--- config.mk ---
export PLATFORM = sky130hd
export DESIGN_NAME = gpc_top
export DESIGN_NICKNAME = d
export VERILOG_FILES = /design/src/design/gpc_pkg.sv /design/src/design/gpc_level_filter.sv /design/src/design/gpc_pin_mux.sv /design/src/design/gpc_top.sv
export SDC_FILE = /design/constraint.sdc
export NUM_CORES = 1
export LEC_CHECK = 0
export BUFFER_PORTS_ARGS = -buffer_cell sky130_fd_sc_hd__buf_4
export CAP_MARGIN = 25
export CORE_MARGIN = 2
export CORE_UTILIZATION = 44
export DETAILED_ROUTE_END_ITERATION = 8
export PLACE_DENSITY = 0.74
export RECOVER_POWER = 50
export SYNTH_ARGS = -nofsm -noshare
export SYNTH_HDL_FRONTEND = slang
export SYNTH_SLANG_ARGS = --single-unit
export TNS_END_PERCENT = 30
--- constraint.sdc ---
create_clock -name clk_i -period 1.2 [get_ports clk_i]
set_input_delay 0.12 -clock clk_i [delete_from_list [all_inputs] [get_ports clk_i]]
set_output_delay 0.12 -clock clk_i [all_outputs]
set_load 0.02 [all_outputs]
--- src/design/gpc_pkg.sv ---
/*
 pin function configuration package: register map, field positions,
 reset values, timing constants, pin function encodings.
 assumes a 40 MHz system clock and an APB register bus.
*/
package gpc_pkg;
    localparam logic [7:0]  ADDR_CFG       = 8'h88;
    localparam logic [7:0]  ADDR_IRQ_STS   = 8'h8C;
    localparam logic [7:0]  ADDR_IRQ_MASK  = 8'h90;
    localparam logic [7:0]  ADDR_IRQ_EN    = 8'h94;
    localparam int          LED_LSB        = 28;
    localparam int          POL_LSB        = 24;
    localparam int          FUNC_LSB       = 20;
    localparam int          DRV_LSB        = 16;
    localparam int          DIR_LSB        = 8;
    localparam int          GPO_LSB        = 3;
    localparam int          DATA_LSB       = 0;
    localparam logic [31:0] CFG_WMASK      = 32'h7777_071F;
    localparam logic [31:0] CFG_RESET      = 32'h0000_0000;
    localparam logic [2:0]  IRQ_MASK3      = 3'h7;
    localparam int          CLK_MHZ        = 40;
    localparam int          IRQ_MIN_NS     = 40;
    // more than 40 ns: strictly greater, so one cycle beyond the floor
    localparam int          IRQ_MIN_CYC    = (IRQ_MIN_NS * CLK_MHZ) / 1000 + 1;
    localparam int          FILT_W         = 2;
    typedef enum logic [2:0] {
        FN_MEM      = 3'h0,
        FN_GPO      = 3'h1,
        FN_RSV_A    = 3'h2,
        FN_GPO_RXDV = 3'h3,
        FN_RSV_B    = 3'h4,
        FN_TXEN_GPO = 3'h5,
        FN_TXEN_RX  = 3'h6,
        FN_CLKS     = 3'h7
    } gpc_func_e;
endpackage : gpc_pkg

--- src/design/gpc_level_filter.sv ---
/*
 level qualifier for one gpio interrupt input.
 assumes pin input synchronous to clk_i.
*/
`timescale 1ns/1ps
module gpc_level_filter (
    input  wire logic clk_i,
    input  wire logic reset_i,
    input  wire logic level_i,
    output logic      hit_o
);
    logic [gpc_pkg::FILT_W-1:0] cnt_r;
    logic                       done;

    assign done = (cnt_r == gpc_pkg::FILT_W'(gpc_pkg::IRQ_MIN_CYC));

    always_ff @(posedge clk_i) begin
        if (reset_i || !level_i) begin
            cnt_r <= '0;
            hit_o <= 1'b0;
        end else begin
            if (!done) begin
                cnt_r <= cnt_r + 1'b1;
            end
            hit_o <= done;
        end
    end

    chk_filter_short : assert property (@(posedge clk_i) disable iff (reset_i)
        $rose(hit_o) |-> $past(level_i, 1) && $past(level_i, 2))
        else $error("filter hit after short pulse");
endmodule : gpc_level_filter

--- src/design/gpc_pin_mux.sv ---
/*
 serial-memory pin function multiplexer.
 assumes all sources synchronous to clk_i.
*/
`timescale 1ns/1ps
module gpc_pin_mux (
    input  wire logic       clk_i,
    input  wire logic       reset_i,
    input  wire logic [2:0] func_i,
    input  wire logic       mem_data_i,
    input  wire logic       mem_data_oe_n_i,
    input  wire logic       mem_clk_i,
    input  wire logic       gpo_a_i,
    input  wire logic       gpo_b_i,
    input  wire logic       tx_en_i,
    input  wire logic       rx_dv_i,
    input  wire logic       tx_clk_i,
    input  wire logic       rx_clk_i,
    output logic            data_pin_o,
    output logic            data_pin_oe_n_o,
    output logic            clk_pin_o
);
    logic d_nxt;
    logic c_nxt;
    logic oe_n_nxt;

    always_comb begin
        d_nxt    = 1'b0;
        c_nxt    = 1'b0;
        oe_n_nxt = 1'b0;
        case (func_i)
            gpc_pkg::FN_MEM: begin
                d_nxt    = mem_data_i;
                c_nxt    = mem_clk_i;
                oe_n_nxt = mem_data_oe_n_i;
            end
            gpc_pkg::FN_GPO: begin
                d_nxt = gpo_a_i;
                c_nxt = gpo_b_i;
            end
            gpc_pkg::FN_GPO_RXDV: begin
                d_nxt = gpo_a_i;
                c_nxt = rx_dv_i;
            end
            gpc_pkg::FN_TXEN_GPO: begin
                d_nxt = tx_en_i;
                c_nxt = gpo_b_i;
            end
            gpc_pkg::FN_TXEN_RX: begin
                d_nxt = tx_en_i;
                c_nxt = rx_dv_i;
            end
            gpc_pkg::FN_CLKS: begin
                d_nxt = tx_clk_i;
                c_nxt = rx_clk_i;
            end
            // reserved codes: data pin floats, clock pin low
            default: begin
                oe_n_nxt = 1'b1;
            end
        endcase
    end

    always_ff @(posedge clk_i) begin
        if (reset_i) begin
            data_pin_o      <= 1'b0;
            data_pin_oe_n_o <= 1'b1;
            clk_pin_o       <= 1'b0;
        end else begin
            data_pin_o      <= d_nxt;
            data_pin_oe_n_o <= oe_n_nxt;
            clk_pin_o       <= c_nxt;
        end
    end

    chk_mux_gpo : assert property (@(posedge clk_i) disable iff (reset_i)
        (func_i == gpc_pkg::FN_GPO) |=> (clk_pin_o == $past(gpo_b_i)))
        else $error("general out b not routed");
endmodule : gpc_pin_mux

--- src/design/gpc_top.sv ---
/*
 pin function configuration block: four apb registers, three gpio/led pins,
 two general outputs, serial-memory pin mux, level interrupts.
 assumes one 40 MHz clock, synchronous active high reset, pins
 synchronous to clk_i, and an apb master keeping the protocol.
*/
`timescale 1ns/1ps
module gpc_top (
    input  wire logic        clk_i,
    input  wire logic        reset_i,
    input  wire logic        psel_i,
    input  wire logic        penable_i,
    input  wire logic        pwrite_i,
    input  wire logic [7:0]  paddr_i,
    input  wire logic [31:0] pwdata_i,
    output logic [31:0]      prdata_o,
    output logic             pready_o,
    output logic             pslverr_o,
    input  wire logic [2:0]  pin_data_i,
    output logic [2:0]       pin_data_o,
    output logic [2:0]       pin_data_oe_n_o,
    input  wire logic [2:0]  indicator_i,
    input  wire logic        mem_data_i,
    input  wire logic        mem_data_oe_n_i,
    input  wire logic        mem_clk_i,
    output logic             mem_data_o,
    input  wire logic        serial_mem_data_pin_i,
    output logic             serial_mem_data_pin_o,
    output logic             serial_mem_data_pin_oe_n_o,
    output logic             serial_mem_clock_pin_o,
    input  wire logic        tx_en_i,
    input  wire logic        rx_dv_i,
    input  wire logic        tx_clk_i,
    input  wire logic        rx_clk_i,
    output logic [2:0]       pin_irq_o,
    output logic             irq_o
);
    logic [31:0] cfg_r;
    logic [2:0]  sts_r;
    logic [2:0]  mask_r;
    logic [2:0]  pin_irq_enable_r;
    logic [2:0]  hit;
    logic [2:0]  lvl;
    logic [2:0]  ev;
    logic [2:0]  indicator_select;
    logic [2:0]  pin_irq_level_sel;
    logic [2:0]  pin_drive_type;
    logic [2:0]  pin_direction;
    logic [2:0]  pin_data;
    logic [1:0]  general_out_value;
    logic [2:0]  serial_mem_pin_func;
    logic        acc;
    logic        wr;
    logic        rd;
    logic        sel_cfg;
    logic        sel_sts;
    logic        sel_mask;
    logic        sel_en;
    logic        mapped;
    logic [31:0] rd_mux;
    logic [31:0] cfg_live;
    logic [2:0]  sts_nxt;

    assign indicator_select    = cfg_r[gpc_pkg::LED_LSB +: 3];
    assign pin_irq_level_sel   = cfg_r[gpc_pkg::POL_LSB +: 3];
    assign serial_mem_pin_func = cfg_r[gpc_pkg::FUNC_LSB +: 3];
    assign pin_drive_type      = cfg_r[gpc_pkg::DRV_LSB +: 3];
    assign pin_direction       = cfg_r[gpc_pkg::DIR_LSB +: 3];
    assign general_out_value   = cfg_r[gpc_pkg::GPO_LSB +: 2];
    assign pin_data            = cfg_r[gpc_pkg::DATA_LSB +: 3];

    // apb decode, zero wait states
    assign acc      = psel_i && penable_i;
    assign wr       = acc && pwrite_i;
    assign rd       = acc && !pwrite_i;
    assign sel_cfg  = (paddr_i == gpc_pkg::ADDR_CFG);
    assign sel_sts  = (paddr_i == gpc_pkg::ADDR_IRQ_STS);
    assign sel_mask = (paddr_i == gpc_pkg::ADDR_IRQ_MASK);
    assign sel_en   = (paddr_i == gpc_pkg::ADDR_IRQ_EN);
    assign mapped   = sel_cfg || sel_sts || sel_mask || sel_en;

    // live pin state replaces stored data bits on read
    assign cfg_live = {cfg_r[31:3], pin_data_i};
    assign rd_mux   = sel_cfg  ? cfg_live :
                      sel_sts  ? {29'h0, sts_r} :
                      sel_mask ? {29'h0, mask_r} :
                      sel_en   ? {29'h0, pin_irq_enable_r} : 32'h0000_0000;

    // level chosen by polarity on input pins only, filtered event qualified by enable
    genvar g;
    generate
        for (g = 0; g < 3; g++) begin : g_pin
            assign lvl[g] = (pin_data_i[g] == pin_irq_level_sel[g])
                            && !pin_direction[g] && !indicator_select[g];
            gpc_level_filter u_filt (
                .clk_i   (clk_i),
                .reset_i (reset_i),
                .level_i (lvl[g]),
                .hit_o   (hit[g])
            );
            assign ev[g] = hit[g] && pin_irq_enable_r[g];
        end
    endgenerate

    // set wins over read-clear
    assign sts_nxt = ((rd && sel_sts) ? 3'h0 : sts_r) | ev;

    always_ff @(posedge clk_i) begin
        if (reset_i) begin
            cfg_r            <= gpc_pkg::CFG_RESET;
            mask_r           <= 3'h0;
            pin_irq_enable_r <= 3'h0;
        end else if (wr) begin
            if (sel_cfg) begin
                cfg_r <= pwdata_i & gpc_pkg::CFG_WMASK;
            end
            if (sel_mask) begin
                mask_r <= pwdata_i[2:0];
            end
            if (sel_en) begin
                pin_irq_enable_r <= pwdata_i[2:0];
            end
        end
    end

    always_ff @(posedge clk_i) begin
        if (reset_i) begin
            sts_r     <= 3'h0;
            irq_o     <= 1'b0;
            pin_irq_o <= 3'h0;
            prdata_o  <= 32'h0000_0000;
            pready_o  <= 1'b0;
            pslverr_o <= 1'b0;
        end else begin
            sts_r     <= sts_nxt;
            irq_o     <= |(sts_nxt & mask_r);
            pin_irq_o <= ev;
            prdata_o  <= (psel_i && !penable_i && !pwrite_i) ? rd_mux : prdata_o;
            pready_o  <= psel_i && !penable_i;
            pslverr_o <= psel_i && !penable_i && !mapped;
        end
    end

    // pin drivers
    logic [2:0] drv_val;
    logic [2:0] drv_oe_n;
    generate
        for (g = 0; g < 3; g++) begin : g_drv
            always_comb begin
                drv_val[g]  = 1'b0;
                drv_oe_n[g] = 1'b1;
                if (indicator_select[g]) begin
                    drv_val[g]  = indicator_i[g];
                    drv_oe_n[g] = 1'b0;
                end else if (pin_direction[g]) begin
                    drv_val[g]  = pin_data[g];
                    drv_oe_n[g] = !pin_drive_type[g] && pin_data[g];
                end
            end
        end
    endgenerate

    always_ff @(posedge clk_i) begin
        if (reset_i) begin
            pin_data_o      <= 3'h0;
            pin_data_oe_n_o <= 3'h7;
            mem_data_o      <= 1'b0;
        end else begin
            pin_data_o      <= drv_val;
            pin_data_oe_n_o <= drv_oe_n;
            mem_data_o      <= serial_mem_data_pin_i;
        end
    end

    gpc_pin_mux u_mux (
        .clk_i           (clk_i),
        .reset_i         (reset_i),
        .func_i          (serial_mem_pin_func),
        .mem_data_i      (mem_data_i),
        .mem_data_oe_n_i (mem_data_oe_n_i),
        .mem_clk_i       (mem_clk_i),
        .gpo_a_i         (general_out_value[0]),
        .gpo_b_i         (general_out_value[1]),
        .tx_en_i         (tx_en_i),
        .rx_dv_i         (rx_dv_i),
        .tx_clk_i        (tx_clk_i),
        .rx_clk_i        (rx_clk_i),
        .data_pin_o      (serial_mem_data_pin_o),
        .data_pin_oe_n_o (serial_mem_data_pin_oe_n_o),
        .clk_pin_o       (serial_mem_clock_pin_o)
    );

    chk_led_drive : assert property (@(posedge clk_i) disable iff (reset_i)
        indicator_select[0] |=> (!pin_data_oe_n_o[0] && pin_data_o[0] == $past(indicator_i[0])))
        else $error("led pin not driven");
    chk_input_float : assert property (@(posedge clk_i) disable iff (reset_i)
        (!indicator_select[1] && !pin_direction[1]) |=> pin_data_oe_n_o[1])
        else $error("input pin driven");
    chk_open_drain : assert property (@(posedge clk_i) disable iff (reset_i)
        (!indicator_select[2] && pin_direction[2] && !pin_drive_type[2] && pin_data[2])
        |=> pin_data_oe_n_o[2])
        else $error("open drain drove high");
    chk_irq_enable : assert property (@(posedge clk_i) disable iff (reset_i)
        $rose(sts_r[0]) |-> $past(pin_irq_enable_r[0]) && $past(hit[0]))
        else $error("status set while disabled");
    chk_irq_polarity : assert property (@(posedge clk_i) disable iff (reset_i)
        hit[0] |-> $past(pin_data_i[0]) == $past(pin_irq_level_sel[0]))
        else $error("wrong level polarity");
    chk_rsv_zero : assert property (@(posedge clk_i) disable iff (reset_i)
        (cfg_r & ~gpc_pkg::CFG_WMASK) == 32'h0000_0000)
        else $error("reserved bit set");
    chk_read_live : assert property (@(posedge clk_i) disable iff (reset_i)
        (psel_i && !penable_i && !pwrite_i && sel_cfg)
        |=> prdata_o[2:0] == $past(pin_data_i))
        else $error("read not live pin state");
    chk_gpo_route : assert property (@(posedge clk_i) disable iff (reset_i)
        (serial_mem_pin_func == gpc_pkg::FN_GPO) && $stable(serial_mem_pin_func)
        |=> serial_mem_data_pin_o == $past(general_out_value[0]))
        else $error("general out a not routed");
    chk_func_reset : assert property (@(posedge clk_i)
        $fell(reset_i) |-> serial_mem_pin_func == gpc_pkg::FN_MEM)
        else $error("function field not reset");

    cov_irq    : cover property (@(posedge clk_i) disable iff (reset_i) $rose(irq_o));
    cov_led    : cover property (@(posedge clk_i) disable iff (reset_i) indicator_select[2]);
    cov_clks   : cover property (@(posedge clk_i) disable iff (reset_i)
        serial_mem_pin_func == gpc_pkg::FN_CLKS);
    cov_rdclr  : cover property (@(posedge clk_i) disable iff (reset_i) rd && sel_sts && |sts_r);
endmodule : gpc_top

# [Word level (Yosys, flattened, before mapping)]
# Cells that the tools add are included.
[classes] add_sub_neg=3 n_mul=0 n_div=0 order_cmp=0 n_eq_ne=15 n_shift=0 mux=20 n_bitwise=2 reduce_logical=50
[op_table] op="equality test 8 bit (second input constant)" count=4
[op_table] op="two-way mux 31 bit" count=1
[op_table] op="logical AND 1 bit" count=19
[op_table] op="logical NOT 1 bit" count=15
[op_table] op="two-way mux 1 bit" count=12
[op_table] op="two-way mux 3 bit" count=4
[op_table] op="equality test 3 bit (second input constant)" count=3
[op_table] op="case mux 1 bit (4 select lines)" count=2
[op_table] op="OR reduction 2 bit" count=4
[op_table] op="adder 2 x 1 -> 2 bit (second input constant)" count=3
[op_table] op="equality test 2 bit (second input constant)" count=3
[op_table] op="logical OR 1 bit" count=6
[op_table] op="AND reduction 2 bit" count=3
[op_table] op="OR reduction 5 bit" count=1
[op_table] op="bitwise AND 3 bit" count=1
[op_table] op="equality test 1 bit" count=3
[op_table] op="equality test 3 x 1 -> 1 bit (second input constant)" count=1
[op_table] op="equality test 3 x 2 -> 1 bit (second input constant)" count=1
[op_table] op="logical NOT 3 bit" count=1
[op_table] op="OR 3 bit" count=1
[op_table] op="OR reduction 3 bit" count=1
[op_table] op="case mux 1 bit (2 select lines)" count=1
[word_totals] regBits=86 latchBits=0 mem_bits_rw=0 romBits=0 input_bits=59 output_inout_bits=48 n_memories=0

# [Logic depth before layout (Yosys ltp)]
# Gate-level depths: netlist (run 1).
[depth] depth_word=7 depth_mapped=6 depth_no_buf=5

# [Cells and area by module]
# A second synthesis (run 1) with hierarchy kept.
[hier_totals] cells_unflattened=320 area_unflattened_um2=3062.9
[by_module_without_submodules] module="gpc_top" n_inst=1 cells_per_inst=257 area_each_um2=2473.6 seq_area_each_um2=1241.2
[by_module_without_submodules] module="gpc_level_filter" n_inst=3 cells_per_inst=14 area_each_um2=133.9 seq_area_each_um2=60.1
[by_module_without_submodules] module="gpc_pin_mux" n_inst=1 cells_per_inst=21 area_each_um2=187.7 seq_area_each_um2=60.1

# [Worst setup path after synthesis (run 1)]
# No wires, ideal clock.
[synth_path] path_kind="input to register" from="input paddr_i[5]" to="register prdata_o[22]" arrival_ps=1164 path_slack_ps=-30 path_stages=6 cell_sequence="nor3b_2 > and3b_1 > buf_2 > buf_4 > a32oi_1 > nor2_1"
[synth_between] elab_chain_cells=2
[synth_lines] item="start, declared" line="gpc_top.sv:14" source="input wire logic [7:0] paddr_i,"
[synth_lines] item="equality test 8 bit" line="gpc_top.sv:76" source="assign sel_cfg = (paddr_i == gpc_pkg::ADDR_CFG);"
[synth_lines] item="two-way mux 31 bit" line="gpc_top.sv:84" source="assign rd_mux = sel_cfg ? cfg_live :"
[synth_lines] item="end signal, assigned" line="gpc_top.sv:138" source="prdata_o <= (psel_i && !penable_i && !pwrite_i) ? rd_mux : prdata_o;"
[synth_lines] item="end, declared" line="gpc_top.sv:16" source="output logic [31:0] prdata_o,"
# Every way passes these cells.
# A chain may end at the register's enable or synchronous reset.

# [Worst setup path after layout (run 1)]
[layout_path] from="register cfg_r[25]" to="register g_pin[1].u_filt.cnt_r[0] in the netlist's numbering"
[layout_between] elab_chain_cells=5
[layout_lines] item="start, declared" line="gpc_top.sv:38" source="logic [31:0] cfg_r;"
[layout_lines] item="start signal, assigned" line="gpc_top.sv:110" source="cfg_r <= gpc_pkg::CFG_RESET;"
[layout_lines] item="start signal, assigned" line="gpc_top.sv:115" source="cfg_r <= pwdata_i & gpc_pkg::CFG_WMASK;"
[layout_lines] item="equality test 1 bit" line="gpc_top.sv:93" source="assign lvl[g] = (pin_data_i[g] == pin_irq_level_sel[g])"
[layout_lines] item="logical AND 1 bit (2 in series)" line="gpc_top.sv:94" source="&& !pin_direction[g] && !indicator_select[g];"
[layout_lines] item="logical NOT 1 bit" line="gpc_level_filter.sv:18" source="if (reset_i || !level_i) begin"
[layout_lines] item="logical OR 1 bit" line="gpc_level_filter.sv:18"
[layout_lines] item="end signal, assigned" line="gpc_level_filter.sv:23" source="cnt_r <= cnt_r + 1'b1;"
[layout_lines] item="end, declared" line="gpc_level_filter.sv:12" source="logic [gpc_pkg::FILT_W-1:0] cnt_r;"
# Every way passes these cells.

==> summary.md, run 1 <==
| Metric | Value |
|---|---|
| Fin Clk Skew | roughly 0.0060 ns |
| Power, Total | roughly 5 mW |
| CTS Buffer Depth | 2 |
| Req. time, crit path | between 1 and 1.5 ns |
| Top cells by area, synth | dfxtp_1 (50%), mux2i_1 (9.7%), nor2_1 (7.8%) |
| Register area share after synthesis | around 50% |
| CTS Buf Count | 9 |
| NumNets Final | between 400 and 500 |
| Clk_lat worst skew | around 0.34 ns |
| Synth top area share | roughly 50% |
| Reg-to-Reg Start | cfg_r[25]$_SDFFE_PP0P_ |
| # rows | 29 |
| Post-Layout Inst Area | just under 4000 sq um |
| Tmin final | roughly 1.1 ns |
| Critical Path Source Type | flop |
| Placed instance count | between 400 and 500 |
| Synth Flop Type | dfxtp_1 |
| Dpl hpwl | approximately 5.3 mm |
| CTS root buf | clkbuf_8 |
| Port Buffers | between 80 and 90 |
| Number of global-route vias before repair | about 2.5k |
| Setup crit start | cfg_r[25]$_SDFFE_PP0P_ |
| CP Cell Sequence | xor2_1, or4_1, nor2_1 |
| RSZ-0062 raised after global routing | no |
| CP peak stage delay | 0.45 ns |
| Initial Util | a little under half |
| Setup_tns | 0 ns |
| Critical path capture point type | flop |
| Antenna Cells | 0 |
| Share of layout cells above drive strength 1 | about a quarter |
| Sinks on Clock Net | 74 |
| Final wirelength | 7.39 mm |
| DR DRC count | 0 |
| Final setup viols | 0 |
| PwrDens | between 1000 and 1500 nW/um^2 |
| Hold WC Path Type | primary input to flop |
| Initial antenna violation count | 0 |
| Slowest-stage cell, CP | or4_1 |
| Layout area overhead | 31.6% |
| Final RePlAce weighted congestion | ~0.91 |
| DR WL/cell | 14.8 microns |
| Cell taking the most area after synthesis | dfxtp_1 |
| CTS tree | built |
| Hold Crit Start | pwdata_i[20] |
| # IOs | about 110 |
| Die Wd | around 86 microns |
| Arr. time, crit path | roughly 1.4 ns |
| Number of flops mapped to enable cells by yosys | 0 |
| Final hold vios | 0 |
| Final hold slack | approximately 0.011 ns |
| Synth warnings | 0 |
| First-pass iteration count of the detailed router | 5 |
| Flops & latches, synth | between 70 and 80 |
| MaxCap Viol Count | 0 |
| Setup bufs post-CTS | 0 |
| LEAKAGE | 1.76 nW |
| Post-Syn Area | approximately 3000 sq um |
| Status | finished clean |
| Maximum vdd drop | 0.000818 V |
| F_max | slightly below 900 MHz |
| Iteration-0 DRC Markers | 197 |
| Critical path fanouts, max | 3 |
| Syn Inst Count | around 320 |
| Total GRT Usage | between 20% and 30% |
| Pin count of the biggest net entering global routing | 24 |
| Via/cell ratio | approximately 5.3 |
| Asr flop ratio synth | 0% |
| Cell variety after synth | slightly above 40 |
| Fillers | between 500 and 600 |
| Top cells by count, synth | dfxtp_1 (74), nor2_1 (62), mux2i_1 (29), a32oi_1 (18) |
| Die area | ~7400 sq um |
| H-tree levels | 3 |
| Tcrit/Tclk final | a little over nine tenths |
| Avg Cell Area, Syn | between 9 and 10 sq um |
| Congestion Overflow GR | 0 |
| Vert. Die Dim | about 86 microns |
| Floorplan core area | about 6500 sq um |
| Vias | between 2k and 3k |
| ANT nets after route | 0 |
| Dpl cell area | 3780 sq um |
| Max Slew Vio Count | 0 |
| Layout Cells excl Fill | 499 |
| Critical path type | flop to flop |
| Clock-pin slew on the worst setup and hold paths | roughly 0.080 ns |
| Most common cell in the netlist | dfxtp_1 |
| First-pass GRT wire length | 11.8 mm |
[flip-flops by register name, summed over array words and instances (netlist names), 3 cells and up]
register,count
cfg_r,20
prdata_o,20
g_pin.u_filt.cnt_r,6
g_pin.u_filt.hit_o,3
mask_r,3
pin_data_o,3
pin_data_oe_n_o,3
pin_irq_enable_r,3
pin_irq_o,3
sts_r,3
[critical path: cells and delay by family, from the launching register on]
family / cells / cell delay [ns]
and+or+nand+nor: 2 / 0.57
xor gates and xnor gates: 1 / 0.16
DFF: 1 / 0.35
[report_power, final]
part | internal (mW) | total, mW | switching, mW | leakage [nW]
registers | 2.48 | 2.48 | 0.00948 | 0.599
clock network | 1.23 | 2.14 | 0.910 | 0.111
logic | 0.184 | 0.392 | 0.207 | 1.05
[cells in the final DEF (no fill, tap or decap), types with 7 or more instances in the layout]
| cell | count |
|---|---|
| a21oi_1 | 10 |
| nand2_1 | 12 |
| a32oi_1 | 18 |
| o21ai_0 | 12 |
| dfxtp_1 | 72 |
| buf_4 | 73 |
| clkbuf_1 | 30 |
| conb_1 | 12 |
| mux2i_1 | 29 |
| clkbuf_8 | 10 |
| inv_1 | 13 |
| nand3_1 | 7 |
| nor2_1 | 62 |
[layer usage]
layer  track usage [%]  up-vias  wire length [microns]
met1              25.8     1222                   3150
met4              6.53        0                     97
met5                 0        -                      0
met2              33.8      108                   3650
met3              4.76       11                    496
li1                  -     1292                      -
[cell type report]
class                      instances  area [sq um]  area share, %
inverter                          14          52.6           1.34
timing repair buffer             107           741           18.9
multi-input combinational        211          1330           33.9
tap                               77          96.3           2.46
clock buffer                      12           145           3.70
sequential                        74          1480           37.9
clock inverter                     4          73.8           1.88
[through the flow]
stage               util (%)  setup WS, ns
CTS                     62.3       0.00650
global route            60.7       0.00975
global placement        58.6        -0.136
detailed placement      58.6        -0.149
floorplan                  -       0.00143
finish                  60.7        0.0607
[path summary, 6_finish.rpt]
check        slack [ns]  cells after the start                                    end
max                0.06                      3  g_pin[1].u_filt.cnt_r[0]$_SDFFE_PP0N_
min reg2reg        0.48                      2                pin_irq_o[1]$_SDFF_PP0_
max reg2reg        0.06                      3  g_pin[1].u_filt.cnt_r[0]$_SDFFE_PP0N_
min                0.01                      3                 cfg_r[20]$_SDFFE_PP0P_
[what timing repair did]
action	CTS	global route
endpoints found under the hold margin	2	0
gates resized for setup	0	4
endpoints found under the setup margin	0	6
hold buffers	2	0
[cell families (layout without fill, tap and decap cells)]
logic type                 Yosys count  after routing  share of synthesized area (%)
buffers and inverters               42            137                           7.31
AOI/OAI and AO/OA                   59             59                           13.9
muxes                               29             29                           9.75
other                                1             12                          0.126
DFF                                 74             74                           49.7
adders and majority gates            3              3                           1.26
xor gates and xnor gates             6              6                           1.76
and+or+nand+nor                    102            102                           16.1
No activity file was read; power rests on OpenSTA's default activity.
==> run 2, diff against run 1 <==
--- a/config.mk
+++ b/config.mk
@@ -5,12 +5,12 @@
 export SDC_FILE = /design/constraint.sdc
 export NUM_CORES = 1
 export LEC_CHECK = 0
-export BUFFER_PORTS_ARGS = -buffer_cell sky130_fd_sc_hd__buf_4
+export BUFFER_PORTS_ARGS = -buffer_cell sky130_fd_sc_hd__buf_2
 export CAP_MARGIN = 25
 export CORE_MARGIN = 2
-export CORE_UTILIZATION = 44
+export CORE_UTILIZATION = 45
 export DETAILED_ROUTE_END_ITERATION = 8
-export PLACE_DENSITY = 0.74
+export PLACE_DENSITY = 0.72
 export RECOVER_POWER = 50
 export SYNTH_ARGS = -nofsm -noshare
 export SYNTH_HDL_FRONTEND = slang
==> constraint.sdc (replaced) <==
create_clock -name clk_i -period 1.38 [get_ports clk_i]
set_input_delay 0.138 -clock clk_i [delete_from_list [all_inputs] [get_ports clk_i]]
set_output_delay 0.138 -clock clk_i [all_outputs]
set_load 0.02 [all_outputs]
==> run 2 against run 1 <==
Register-to-register slack gained 0.17 ns. Power fell by 14%. Clock power is 14% lower. Largest cell class unchanged. Routed wire length is 7.2% lower. Largest power group unchanged. Final cell count shrank 1.4%. Global-route usage shrank 1.5 points.
==> summary.md, run 2 (same netlist as run 1, synthesis figures left out) <==
| Metric | Value |
|---|---|
| Status | finished clean |
| First-pass GRT wire length | 10.8 mm (-8.7%) |
| Hold WC Path Type | primary input to flop |
| Share of layout cells above drive strength 1 | 20.7% (-2.7 points) |
| LEAKAGE | 1.66 nW (-5.4%) |
| Antenna Cells | 0 (unchanged) |
| RSZ-0062 raised after global routing | no |
| Dpl cell area | 3520 sq um (-7.0%) |
| Pin count of the biggest net entering global routing | 26 (+8.3%) |
| # rows | 29 (unchanged) |
| Initial Util | 46.6% (+0.52 points) |
| Final wirelength | 6.86 mm (-7.2%) |
| Commonest non-fill, non-tap cell in the layout | dfxtp_1 |
| # IOs | 107 (unchanged) |
| Most frequent cells in the layout | dfxtp_1 (74), nor2_1 (62), buf_2 (54) |
| Critical path type | primary input to flop |
| CTS tree | built |
| Dpl hpwl | 4.82 mm (-8.6%) |
| Arr. time, crit path | 1.41 ns (about the same) |
| Regs by FF count | cfg_r: 20 flops, prdata_o: 20 flops, g_pin.u_filt.cnt_r: 6 flops |
| Clock-pin slew on the worst setup and hold paths | 0.08 ns (about the same) |
| Final setup viols | 0 (unchanged) |
| Critical path fanouts, max | 9 (+6) |
| CTS root buf | clkbuf_8 |
| Critical Path Source Type | primary input |
| Sinks on Clock Net | 74 (unchanged) |
| Max Slew Vio Count | 0 (unchanged) |
| First-pass iteration count of the detailed router | 4 (-1) |
| F_max | 842 MHz |
| Post-Layout Inst Area | 3710 sq um (-5.4%) |
| Die area | 7280 sq um (-2.1%) |
| Fin Clk Skew | 0.0120 ns (+0.00595 ns) |
| Vias | 2580 (-2.0%) |
| Placed instance count | 474 (-1.5%) |
| Initial antenna violation count | 0 (unchanged) |
| Via/cell ratio | 5.24 (-0.62%) |
| Final hold vios | 0 (unchanged) |
| Layout area overhead | 24.6% |
| Tmin final | 1.19 ns |
| Final RePlAce weighted congestion | 0.854 (-6.0%) |
| Layout Cells excl Fill | 492 (-1.4%) |
| DR WL/cell | 13.9 microns (-5.8%) |
| Iteration-0 DRC Markers | 136 (-31%) |
| Critical path capture point type | flop |
| H-tree levels | 3 (unchanged) |
| Die Wd | 85.3 microns (-1.1%) |
| PwrDens | 1160 nW/um^2 (-9.6%) |
| Maximum vdd drop | 0.000700 V (-14%) |
| Req. time, crit path | 1.60 ns (+0.12 ns) |
| MaxCap Viol Count | 0 (unchanged) |
| Total GRT Usage | 18.7% (-1.5 points) |
| Vert. Die Dim | 85.3 microns (-1.1%) |
| DR DRC count | 0 (unchanged) |
| Tcrit/Tclk final | a little under nine tenths |
| ANT nets after route | 0 (unchanged) |
| Setup_tns | 0 ns (unchanged) |
| Floorplan core area | 6390 sq um (-1.1%) |
| Number of global-route vias before repair | 2295 (-7.4%) |
| NumNets Final | 472 (-1.5%) |
| CTS Buffer Depth | 2 (unchanged) |
| CTS Buf Count | 9 (unchanged) |
| Congestion Overflow GR | 0 (unchanged) |
| Port Buffers | 82 (unchanged) |
| Clk_lat worst skew | 0.35 ns (about the same) |
| Post-CTS resize count | 0 (unchanged) |
-- run 2: cell count changes in the layout (fill, tap and decap cells not counted), moves of 2 or more --
| cell | change |
|---|---|
| clkbuf_1 | +2 |
| buf_4 | -63 |
| or4_4 | -2 |
| or4_1 | +2 |
| dfxtp_2 | -2 |
| buf_2 | +54 |
| dfxtp_1 | +2 |
-- run 2: path summary, 6_finish.rpt --
check	cells past startpoint	to	startpoint	slack (ns)
max reg2reg	3	g_pin[0].u_filt.cnt_r[1]$_SDFFE_PP0N_	cfg_r[24]$_SDFFE_PP0P_	0.23
min reg2reg	2	sts_r[0]$_SDFF_PP0_	sts_r[0]$_SDFF_PP0_	0.47
min	3	cfg_r[20]$_SDFFE_PP0P_	pwdata_i[20]	0.02
max	7	sts_r[1]$_SDFF_PP0_	paddr_i[5]	0.19
-- run 2: critical path: stages --
cell and delay [ns]:
buf_2 0.10, nor3b_2 0.23, clkbuf_1 0.30, nand4_1 0.13, o21ai_0 0.19, clkbuf_1 0.20, o22ai_1 0.11
-- run 2: area by class of cell --
type                            count  area, sq um
Tap cell                           77         96.3
Inverter                           14         52.6
Timing Repair Buffer              100          542
Clock inverter                      6         90.1
Fill cell                         582         2680
Clock buffer                       10          128
Multi-Input combinational cell    211         1320
Sequential cell                    74         1480
-- run 2: through the flow --
stage | util, % | worst slack (ns) | total power [mW] | hold slack [ns]
floorplan | - | 0.132 | 2.39 | 0.222
global placement | 55.1 | 0.0292 | 2.50 | 0.347
detailed placement | 55.1 | 0.0265 | 2.50 | 0.354
CTS | 58.8 | 0.211 | 4.32 | 0.0118
global route | 58.1 | 0.131 | 4.43 | 0.0217
finish | 58.1 | 0.192 | 4.29 | 0.0209
-- run 2: metal layers --
| metal | vias to the layer above | GRT usage, % | wire, microns |
|---|---|---|---|
| met1 | 1197 | 24.1 | 3140 |
| li1 | 1279 | - | - |
| met3 | 15 | 3.99 | 357 |
| met2 | 89 | 30.2 | 3240 |
| met4 | 0 | 8.23 | 129 |
| met5 | - | 0 | 0 |
-- run 2: report_power, final --
group	switching, mW	leakage, nW	internal, mW
Combinational	0.177	0.957	0.117
Clock	0.814	0.107	1.03
Sequential	0.00814	0.598	2.15
-- run 2: timing repair --
| action | 4_1_cts | 5_1_grt |
|---|---|---|
| hold endpoints to repair | 2 | 0 |
| hold buffers | 2 | 0 |
| setup buffers | 0 | 0 |
